$ cat src/fnps_pkg.sv
// Constants, register map and state types of the frame-number and periodic-start block.
// Function
// - Count frame number on every remaining-counter reload.
// - Frame number wraps to zero after FFFFh.
// - Increment frame number when entering running state.
// - Increment, send SOF, then store to HCCA.
// - Set start-of-frame flag after HCCA store.
// - Frame number readable as 16-bit timing reference.
// - Hardware reset clears periodic-start threshold.
// - Threshold match gives periodic lists priority.
// - Finish current control/bulk transaction before periodic.
// - Decrement each bit time, reload after zero.
// - Reload value is the frame interval field.
package fnps_pkg;

  // ----------------------------------------------------------------
  // Widths
  // ----------------------------------------------------------------
  localparam int unsigned FNPS_ADDR_W   = 8;
  localparam int unsigned FNPS_DATA_W   = 32;
  localparam int unsigned FNPS_FRAME_W  = 16;
  localparam int unsigned FNPS_REMAIN_W = 14;

  // ----------------------------------------------------------------
  // Register map
  // ----------------------------------------------------------------
  localparam logic [7:0]  FRAME_COUNT_OFFSET        = 8'h3c;
  localparam logic [7:0]  PERIODIC_THRESHOLD_OFFSET = 8'h40;
  localparam logic [15:0] FRAME_COUNT_RESET         = 16'h0000;
  localparam logic [13:0] THRESHOLD_RESET           = 14'h0000;
  localparam logic [13:0] REMAINING_RESET           = 14'h0000;
  localparam logic [15:0] FRAME_COUNT_MAX           = 16'hffff;
  localparam logic [13:0] NOMINAL_FRAME_INTERVAL    = 14'h2edf;
  localparam logic [31:0] UNMAPPED_READ_VALUE       = 32'h0000_0000;
  localparam int unsigned SOF_FLAG_BIT              = 2;

  // ----------------------------------------------------------------
  // Types
  // ----------------------------------------------------------------
  typedef enum logic [1:0] {
    FNPS_SEQ_IDLE,
    FNPS_SEQ_SOF,
    FNPS_SEQ_HCCA,
    FNPS_SEQ_FLAG
  } fnps_seq_state_t;

endpackage

$ cat src/fnps_frame_if.sv
// Interface carrying frame timing between the core, the down counter and the sequencer.
`timescale 1ns/1ps
`default_nettype none
interface fnps_frame_if;
  import fnps_pkg::*;

  logic                     bitTick;
  logic                     running;
  logic                     runEnter;
  logic [FNPS_REMAIN_W-1:0] interval;
  logic                     reload;
  logic [FNPS_REMAIN_W-1:0] remaining;
  logic [FNPS_FRAME_W-1:0]  frameCount;

  modport core (
    output bitTick,
    output running,
    output runEnter,
    output interval,
    output frameCount,
    input  reload,
    input  remaining
  );

  modport ctr (
    input  bitTick,
    input  running,
    input  runEnter,
    input  interval,
    output reload,
    output remaining
  );

  modport seq (
    input  reload,
    input  frameCount
  );
endinterface
`default_nettype wire

$ cat src/fnps_remaining_ctr.sv
// Frame-remaining down counter that marks each frame boundary with a reload pulse.
`timescale 1ns/1ps
`default_nettype none
module fnps_remaining_ctr
  import fnps_pkg::*;
(
  input  wire logic clk,
  input  wire logic sys_rst,
  fnps_frame_if.ctr frameIf
);

  typedef struct packed {
    logic [FNPS_REMAIN_W-1:0] remaining;
    logic                     reload;
  } fnps_ctr_state_t;

  fnps_ctr_state_t state_reg;
  fnps_ctr_state_t state_next;

  always_comb begin
    state_next        = state_reg;
    state_next.reload = 1'b0;
    if (frameIf.runEnter) begin
      state_next.remaining = frameIf.interval;
    end else if (frameIf.running && frameIf.bitTick) begin
      if (state_reg.remaining == REMAINING_RESET) begin
        state_next.remaining = frameIf.interval;
        state_next.reload    = 1'b1;
      end else begin
        state_next.remaining = state_reg.remaining - 14'h0001;
      end
    end
  end

  always_ff @(posedge clk or posedge sys_rst) begin
    if (sys_rst) begin
      state_reg <= '{remaining: REMAINING_RESET, reload: 1'b0};
    end else begin
      state_reg <= state_next;
    end
  end

  assign frameIf.remaining = state_reg.remaining;
  assign frameIf.reload    = state_reg.reload;

endmodule
`default_nettype wire

$ cat src/fnps_sof_seq.sv
// Per-frame sequencer: SOF, frame number store to the HCCA, then the start-of-frame flag.
`timescale 1ns/1ps
`default_nettype none
module fnps_sof_seq
  import fnps_pkg::*;
(
  input  wire logic                    clk,
  input  wire logic                    sys_rst,
  fnps_frame_if.seq                    frameIf,
  input  wire logic                    hccaWrAck,
  output logic                         sofSend,
  output logic                         hccaWrReq,
  output logic [FNPS_FRAME_W-1:0]      hccaFrameNum,
  output logic                         sofFlagSet,
  output logic                         edFetchGo
);

  typedef struct packed {
    fnps_seq_state_t         st;
    logic                    sofSend;
    logic                    hccaWrReq;
    logic [FNPS_FRAME_W-1:0] hccaFrameNum;
    logic                    sofFlagSet;
    logic                    edFetchGo;
  } fnps_seq_regs_t;

  fnps_seq_regs_t state_reg;
  fnps_seq_regs_t state_next;

  always_comb begin
    state_next            = state_reg;
    state_next.sofSend    = 1'b0;
    state_next.sofFlagSet = 1'b0;
    state_next.edFetchGo  = 1'b0;
    unique case (state_reg.st)
      FNPS_SEQ_IDLE: begin
        if (frameIf.reload) begin
          state_next.sofSend = 1'b1;
          state_next.st      = FNPS_SEQ_SOF;
        end
      end
      FNPS_SEQ_SOF: begin
        state_next.hccaWrReq    = 1'b1;
        state_next.hccaFrameNum = frameIf.frameCount;
        state_next.st           = FNPS_SEQ_HCCA;
      end
      FNPS_SEQ_HCCA: begin
        if (hccaWrAck) begin
          state_next.hccaWrReq = 1'b0;
          state_next.st        = FNPS_SEQ_FLAG;
        end
      end
      FNPS_SEQ_FLAG: begin
        state_next.sofFlagSet = 1'b1;
        state_next.edFetchGo  = 1'b1;
        state_next.st         = FNPS_SEQ_IDLE;
      end
    endcase
  end

  always_ff @(posedge clk or posedge sys_rst) begin
    if (sys_rst) begin
      state_reg <= '{st: FNPS_SEQ_IDLE, sofSend: 1'b0, hccaWrReq: 1'b0,
                     hccaFrameNum: FRAME_COUNT_RESET, sofFlagSet: 1'b0, edFetchGo: 1'b0};
    end else begin
      state_reg <= state_next;
    end
  end

  assign sofSend      = state_reg.sofSend;
  assign hccaWrReq    = state_reg.hccaWrReq;
  assign hccaFrameNum = state_reg.hccaFrameNum;
  assign sofFlagSet   = state_reg.sofFlagSet;
  assign edFetchGo    = state_reg.edFetchGo;

endmodule
`default_nettype wire

$ cat src/frame_number_periodic_start.sv
// Top of the frame-number counter and periodic-start comparator with its two registers.
`timescale 1ns/1ps
`default_nettype none
module frame_number_periodic_start
  import fnps_pkg::*;
(
  input  wire logic                     clk,
  input  wire logic                     sys_rst,
  input  wire logic [FNPS_ADDR_W-1:0]   regAddr,
  input  wire logic                     regWrEn,
  input  wire logic                     regRdEn,
  input  wire logic [FNPS_DATA_W-1:0]   regWdata,
  output logic      [FNPS_DATA_W-1:0]   regRdata,
  output logic                          regRdValid,
  input  wire logic                     bitTick,
  input  wire logic                     usbRunning,
  input  wire logic [FNPS_REMAIN_W-1:0] frameInterval,
  input  wire logic                     xferBusy,
  input  wire logic                     hccaWrAck,
  output logic                          sofSend,
  output logic                          hccaWrReq,
  output logic      [FNPS_FRAME_W-1:0]  hccaFrameNum,
  output logic                          sofFlagSet,
  output logic                          edFetchGo,
  output logic      [FNPS_FRAME_W-1:0]  frameCount,
  output logic      [FNPS_REMAIN_W-1:0] remainingCount,
  output logic                          periodicPriority,
  output logic                          periodicGo
);

  // ----------------------------------------------------------------
  // Helper functions
  // ----------------------------------------------------------------

  // Address match, used for both the write and the read decode.
  function automatic logic fnps_hit(input logic [FNPS_ADDR_W-1:0] addr,
                                    input logic [FNPS_ADDR_W-1:0] offset);
    fnps_hit = (addr == offset);
  endfunction

  // Read data for one address; reserved bits and unmapped addresses read as zero.
  function automatic logic [FNPS_DATA_W-1:0] fnps_read(
      input logic [FNPS_ADDR_W-1:0]   addr,
      input logic [FNPS_FRAME_W-1:0]  count,
      input logic [FNPS_REMAIN_W-1:0] threshold);
    logic [FNPS_DATA_W-1:0] data;
    data = UNMAPPED_READ_VALUE;
    if (fnps_hit(addr, FRAME_COUNT_OFFSET)) begin
      data = {16'h0000, count};
    end else if (fnps_hit(addr, PERIODIC_THRESHOLD_OFFSET)) begin
      data = {18'h00000, threshold};
    end
    fnps_read = data;
  endfunction

  // ----------------------------------------------------------------
  // State
  // ----------------------------------------------------------------
  typedef struct packed {
    logic [FNPS_FRAME_W-1:0]  frameCount;
    logic [FNPS_REMAIN_W-1:0] threshold;
    logic [FNPS_DATA_W-1:0]   rdata;
    logic                     rdValid;
    logic                     runningDly;
    logic                     runEnter;
    logic                     prioHeld;
    logic                     periodicGo;
    logic [FNPS_REMAIN_W-1:0] remainingCopy;
  } fnps_core_state_t;

  fnps_core_state_t state_reg;
  fnps_core_state_t state_next;

  fnps_frame_if frameIf ();

  logic thresholdMatch;

  // ----------------------------------------------------------------
  // Submodules
  // ----------------------------------------------------------------
  fnps_remaining_ctr u_remaining (
    .clk     (clk),
    .sys_rst (sys_rst),
    .frameIf (frameIf.ctr)
  );

  fnps_sof_seq u_seq (
    .clk          (clk),
    .sys_rst      (sys_rst),
    .frameIf      (frameIf.seq),
    .hccaWrAck    (hccaWrAck),
    .sofSend      (sofSend),
    .hccaWrReq    (hccaWrReq),
    .hccaFrameNum (hccaFrameNum),
    .sofFlagSet   (sofFlagSet),
    .edFetchGo    (edFetchGo)
  );

  assign frameIf.bitTick    = bitTick;
  // The counter follows the delayed running level. This keeps it still in
  // the cycle before the entry pulse, where a tick would otherwise reload it
  // from its reset value of zero and fake a frame boundary with an SOF.
  assign frameIf.running    = state_reg.runningDly;
  assign frameIf.runEnter   = state_reg.runEnter;
  assign frameIf.interval   = frameInterval;
  assign frameIf.frameCount = state_reg.frameCount;

  // ----------------------------------------------------------------
  // Next-state logic
  // ----------------------------------------------------------------
  assign thresholdMatch = (frameIf.remaining == state_reg.threshold);

  always_comb begin
    state_next = state_reg;

    // Entering the running state is caught as a one-cycle pulse so that the
    // count steps once, however long the running level stays high.
    state_next.runningDly = usbRunning;
    state_next.runEnter   = usbRunning && !state_reg.runningDly;

    if (frameIf.reload || state_reg.runEnter) begin
      if (state_reg.frameCount == FRAME_COUNT_MAX) begin
        state_next.frameCount = FRAME_COUNT_RESET;
      end else begin
        state_next.frameCount = state_reg.frameCount + 16'h0001;
      end
    end

    // A software write lands after the hardware step, so the written value
    // is what software later reads back.
    if (regWrEn && fnps_hit(regAddr, FRAME_COUNT_OFFSET)) begin
      state_next.frameCount = regWdata[FNPS_FRAME_W-1:0];
    end
    if (regWrEn && fnps_hit(regAddr, PERIODIC_THRESHOLD_OFFSET)) begin
      state_next.threshold = regWdata[FNPS_REMAIN_W-1:0];
    end

    state_next.rdValid = regRdEn;
    if (regRdEn) begin
      state_next.rdata = fnps_read(regAddr, state_reg.frameCount, state_reg.threshold);
    end

    if (frameIf.reload || state_reg.runEnter) begin
      state_next.prioHeld = 1'b0;
    end else if (state_reg.runningDly && thresholdMatch) begin
      state_next.prioHeld = 1'b1;
    end

    state_next.periodicGo = state_next.prioHeld && !xferBusy;

    state_next.remainingCopy = frameIf.remaining;
  end

  // ----------------------------------------------------------------
  // Registers
  // ----------------------------------------------------------------
  always_ff @(posedge clk or posedge sys_rst) begin
    if (sys_rst) begin
      state_reg <= '{frameCount:    FRAME_COUNT_RESET,
                     threshold:     THRESHOLD_RESET,
                     rdata:         UNMAPPED_READ_VALUE,
                     rdValid:       1'b0,
                     runningDly:    1'b0,
                     runEnter:      1'b0,
                     prioHeld:      1'b0,
                     periodicGo:    1'b0,
                     remainingCopy: REMAINING_RESET};
    end else begin
      state_reg <= state_next;
    end
  end

  // ----------------------------------------------------------------
  // Outputs
  // ----------------------------------------------------------------
  assign regRdata         = state_reg.rdata;
  assign regRdValid       = state_reg.rdValid;
  assign frameCount       = state_reg.frameCount;
  assign remainingCount   = state_reg.remainingCopy;
  assign periodicPriority = state_reg.prioHeld;
  assign periodicGo       = state_reg.periodicGo;

endmodule
`default_nettype wire

$ cat config.mk
export PLATFORM = sky130hd
export DESIGN_NAME = frame_number_periodic_start
export DESIGN_NICKNAME = d
export VERILOG_FILES = /design/src/fnps_pkg.sv /design/src/fnps_frame_if.sv /design/src/fnps_remaining_ctr.sv /design/src/fnps_sof_seq.sv /design/src/frame_number_periodic_start.sv
export SDC_FILE = /design/constraint.sdc
export NUM_CORES = 1
export LEC_CHECK = 0
export BUFFER_PORTS_ARGS = -buffer_cell sky130_fd_sc_hd__buf_2
export CAP_MARGIN = 20
export CORE_MARGIN = 2
export CORE_UTILIZATION = 48
export CTS_CLUSTER_SIZE = 16
export DETAILED_ROUTE_END_ITERATION = 7
export GPL_ROUTABILITY_DRIVEN = 1
export PLACE_DENSITY = 0.86
export SLEW_MARGIN = 15
export SYNTH_ARGS = -nofsm -noshare
export SYNTH_HDL_FRONTEND = slang
export SYNTH_HIERARCHICAL = 1
export SYNTH_SLANG_ARGS = --single-unit
$ cat constraint.sdc
create_clock -name clk -period 1.9 [get_ports clk]
set_input_delay 0.285 -clock clk [delete_from_list [all_inputs] [get_ports clk]]
set_output_delay 0.285 -clock clk [all_outputs]
set_load 0.005 [all_outputs]
==> reports/qor.tcl <==
set qor(sequentialPowerShare_pct) 47.1
set qor(cell_type_contributing_the_most_total_cell_area_after_synthesis) {sky130_fd_sc_hd__dfrtp_1}
set qor(cts-root-buf) {sky130_fd_sc_hd__clkbuf_8}
set qor(overall_die_area_um2) 12110
set qor(synth_async_sr_flop_share_pct) 100.0
set qor(worst_slew_margin_rel_pct) 45.51
set qor(place_inst) 730
set qor(die_height_um) 110.1
set qor(grt_start_max_net_pins) 34
set qor(synth_seq_cells) 101
set qor(comb_power_share_pct) 30.1
set qor(grt_pass1_wl_um) 20830
set qor(design.final.nets) 671
set qor(period_needed_ns) 1.790
set qor(initial_antenna_violation_count) 0
set qor(wl_um) 13040
set qor(family_with_the_most_delay_on_the_worst_path) {simple AND/OR/NAND/NOR gates}
set qor(largest_stage_delay_on_the_critical_path_ns) 0.47
set qor(drtIter0Drc) 286
set qor(cp-start-kind) {flip-flop}
set qor(fin_hold_ws_ns) 0.03372
set qor(synth-main-ff-cell) {sky130_fd_sc_hd__dfrtp_1}
set qor(drv_cap) 0
set qor(die_width_um) 110.1
set qor(core_area_um2) 10890
set qor(multi_input_comb_area_um2) 2137
set qor(share_clk_of_total_power_pct) 22.8
set qor(post_synth_inst_count) 519
set qor(power_report.internal_total_w) 0.004050
set qor(top_level_ports) 147
set qor(drt_pre_antenna_iters) 5
set qor(synth_seq_area_share_pct) 46.81
set qor(wire_per_inst_um) 17.48
set qor(power.ir.vdd_worst_v) 0.0004568
set qor(slowest_stage) {sky130_fd_sc_hd__or4_4}
set qor(std_cell_rows) 38
set qor(layout_common_cells) {sky130_fd_sc_hd__buf_2, sky130_fd_sc_hd__dfrtp_1, sky130_fd_sc_hd__buf_4}
set qor(dpl_worst_slack_ns) -0.01850
set qor(post_cts.repair.setup_buffers) 0
set qor(final_critical_path_setup_slack_ns) 0.1103
set qor(clk-insertion-delay-late_ns) 0.37
set qor(clock.fmax_ghz) 0.5588
set qor(global_route.usage.total_pct) 22.56
set qor(number_of_endpoints_failing_setup_at_the_final_stage) 0
set qor(path_cells) {ha_2 > nand4_1 > or4_4 > nand2_1 > nor2_1 > a221o_1}
set qor(avgSynthCellArea_um2) 10.40
set qor(filler_cell_count) 933
set qor(drive_gt1_share_pct) 36.20
set qor(netlist_top_cells_area) {sky130_fd_sc_hd__dfrtp_1, sky130_fd_sc_hd__buf_4, sky130_fd_sc_hd__mux2_2}
set qor(grt_pass1_vias) 4175
set qor(total_power_w) 0.005949
set qor(synth_top_area_share_pct) 46.81
set qor(power_switching_w) 0.001899
set qor(gp_congestion) 0.8972
set qor(vias) 4141
set qor(clk_pin_slew_ns) 0.10
set qor(rsz0062_at_grt) {false}
set qor(met3_usage_pct) 4.292
set qor(drv_slew) 0
set qor(vias_per_cell) 5.551
set qor(drc) 0
set qor(grtUsageMet1_pct) 28.26
set qor(cp-end-kind) {flip-flop}
set qor(yosysUniqueCellTypes) 62
set qor(power.share.switching_pct) 31.92
set qor(worst-setup-path-type) {reg2reg}
set qor(setup_total_negative_slack_ns) 0
set qor(synth-edff-count) 0
set qor(required_arrival_time_at_the_worst_endpoint_ns) 2.16
set qor(run_status) {finished, final reports clean}
set qor(critical_path_arrival_ns) 2.05
set qor(syn_to_final_growth_pct) 11.38
set qor(layout.area.seq_um2) 2527
set qor(cts.sink_count) 101
set qor(groute.layer.met2.usage_pct) 38.12
set qor(postRouteAntennaNets) 0
set qor(finalClockSkew_ns) 0.01226
set qor(inserted_clock_buffers) 9
set qor(tightest_pin_transition_ns) 0.8165
set qor(finalCritPeriodShare_pct) 94.19
set qor(grt_remaining_overflow) 0
set qor(worst_hold_path_type) {in2reg}
set qor(synthesis.yosys.warnings) 6
set qor(critical_path.n_buffers_inverters) 0
set qor(leakage_nw) 2.820
set qor(portBuffers) 114
set qor(path_max_fanout) 5
set qor(dp.final_hpwl_um) 9977
set qor(powerDensity_nw_per_um2) 989.3
set qor(hold_viol) 0
set qor(cts_htree_levels) 3
set qor(layout_commonest_cell) {sky130_fd_sc_hd__buf_2}
set qor(grt-busiest-layer) {met2}
set qor(cts-root-to-sink-buffers) 2
set qor(initial_utilization_pct) 49.59
set qor(netlist_area_um2) 5399
set qor(post_layout_nonfiller_instances) 746
set qor(cts_tree) {built}
==> layout make-up <==
class | instances | share of cell area (%)
tap | 140 | 2.913
antenna | 1 | 0.04161
multi-input combinational | 315 | 35.54
inverter | 17 | 1.124
clock inverter | 4 | 0.8323
sequential | 101 | 42.03
clock buffer | 10 | 2.289
timing repair buffer | 158 | 15.23
==> through the flow <==
| stage | cell area, µm² | util, % |
|---|---|---|
| finish | 6013 | 55.23 |
| global route | 6011 | 55.21 |
| CTS | 6007 | 55.17 |
| detailed placement | 5809 | 53.36 |
| global placement | 5809 | 53.36 |
| floorplan | 5461 | - |
==> cell families after synthesis <==
logic type,synth area share (%)
fa+ha+maj,1.622
flops,46.81
buf+inv,14.86
mux,7.439
simple gates,14.37
other cells,0.06946
xor+xnor,3.569
compound gates,11.26
==> path summary, 6_finish.rpt <==
kind / from / to / slack (ns) / cells past startpoint
hold / removal: usbRunning / frameIf.running / 0.03 / 1
hold reg to reg: u_remaining/frameIf.remaining[12] / remainingCount[12] / 0.49 / 0
max in group asynchronous: sys_rst / u_seq/hccaFrameNum[4] / 0.74 / 3
setup reg to reg: frameCount[0] / frameCount[9] / 0.11 / 6
min in group asynchronous: sys_rst / remainingCount[8] / 0.53 / 3
setup / recovery: frameCount[0] / frameCount[9] / 0.11 / 6
==> per-layer routing <==
metal	wire, µm	up-vias
met3	873	32
li1	-	1886
met5	0	-
met4	319	0
met1	5353	2026
met2	6491	197
==> cell usage after synthesis (3+ instances only) <==
cell and number:
sky130_fd_sc_hd__mux2_2 21, sky130_fd_sc_hd__nor4_1 5, sky130_fd_sc_hd__buf_6 4, sky130_fd_sc_hd__a21oi_1 24
sky130_fd_sc_hd__mux2_4 9, sky130_fd_sc_hd__nand3_1 18, sky130_fd_sc_hd__dfrtp_1 101, sky130_fd_sc_hd__mux2i_1 3
sky130_fd_sc_hd__nor2_1 33, sky130_fd_sc_hd__o21ai_0 22, sky130_fd_sc_hd__xnor2_1 6, sky130_fd_sc_hd__nand2_1 35
sky130_fd_sc_hd__a221o_1 3, sky130_fd_sc_hd__nand4_1 14, sky130_fd_sc_hd__buf_4 82, sky130_fd_sc_hd__nor3_1 7
sky130_fd_sc_hd__nor2b_1 4, sky130_fd_sc_hd__xor2_1 16, sky130_fd_sc_hd__a22oi_1 15, sky130_fd_sc_hd__o211ai_1 3
sky130_fd_sc_hd__inv_1 16, sky130_fd_sc_hd__and2_1 4, sky130_fd_sc_hd__clkbuf_1 10, sky130_fd_sc_hd__ha_1 7
sky130_fd_sc_hd__buf_2 4, sky130_fd_sc_hd__a31oi_1 8
==> power by group through the flow <==
stage               Clock, W  Combinational, W  Sequential [W]
finish               0.00135           0.00179         0.00280
global route         0.00149           0.00198         0.00286
CTS                  0.00138           0.00180         0.00280
detailed placement         0           0.00179         0.00284
global placement           0           0.00172         0.00282
floorplan                  0           0.00133         0.00287
==> worst reg2reg max path, delay by kind of cell (launching register included) <==
family,cells,cell delay [ns]
flops,1,0.37
compound gates,1,0.33
simple gates,4,0.79
fa+ha+maj,1,0.20
==> timing repair <==
item | in CTS | in global routing
hold buffers | 1 | 0
hold endpoints to repair | 11 | 0
setup endpoints to repair | 0 | 4
gates resized for setup | 0 | 2
Power figures use the tool's default switching activity.
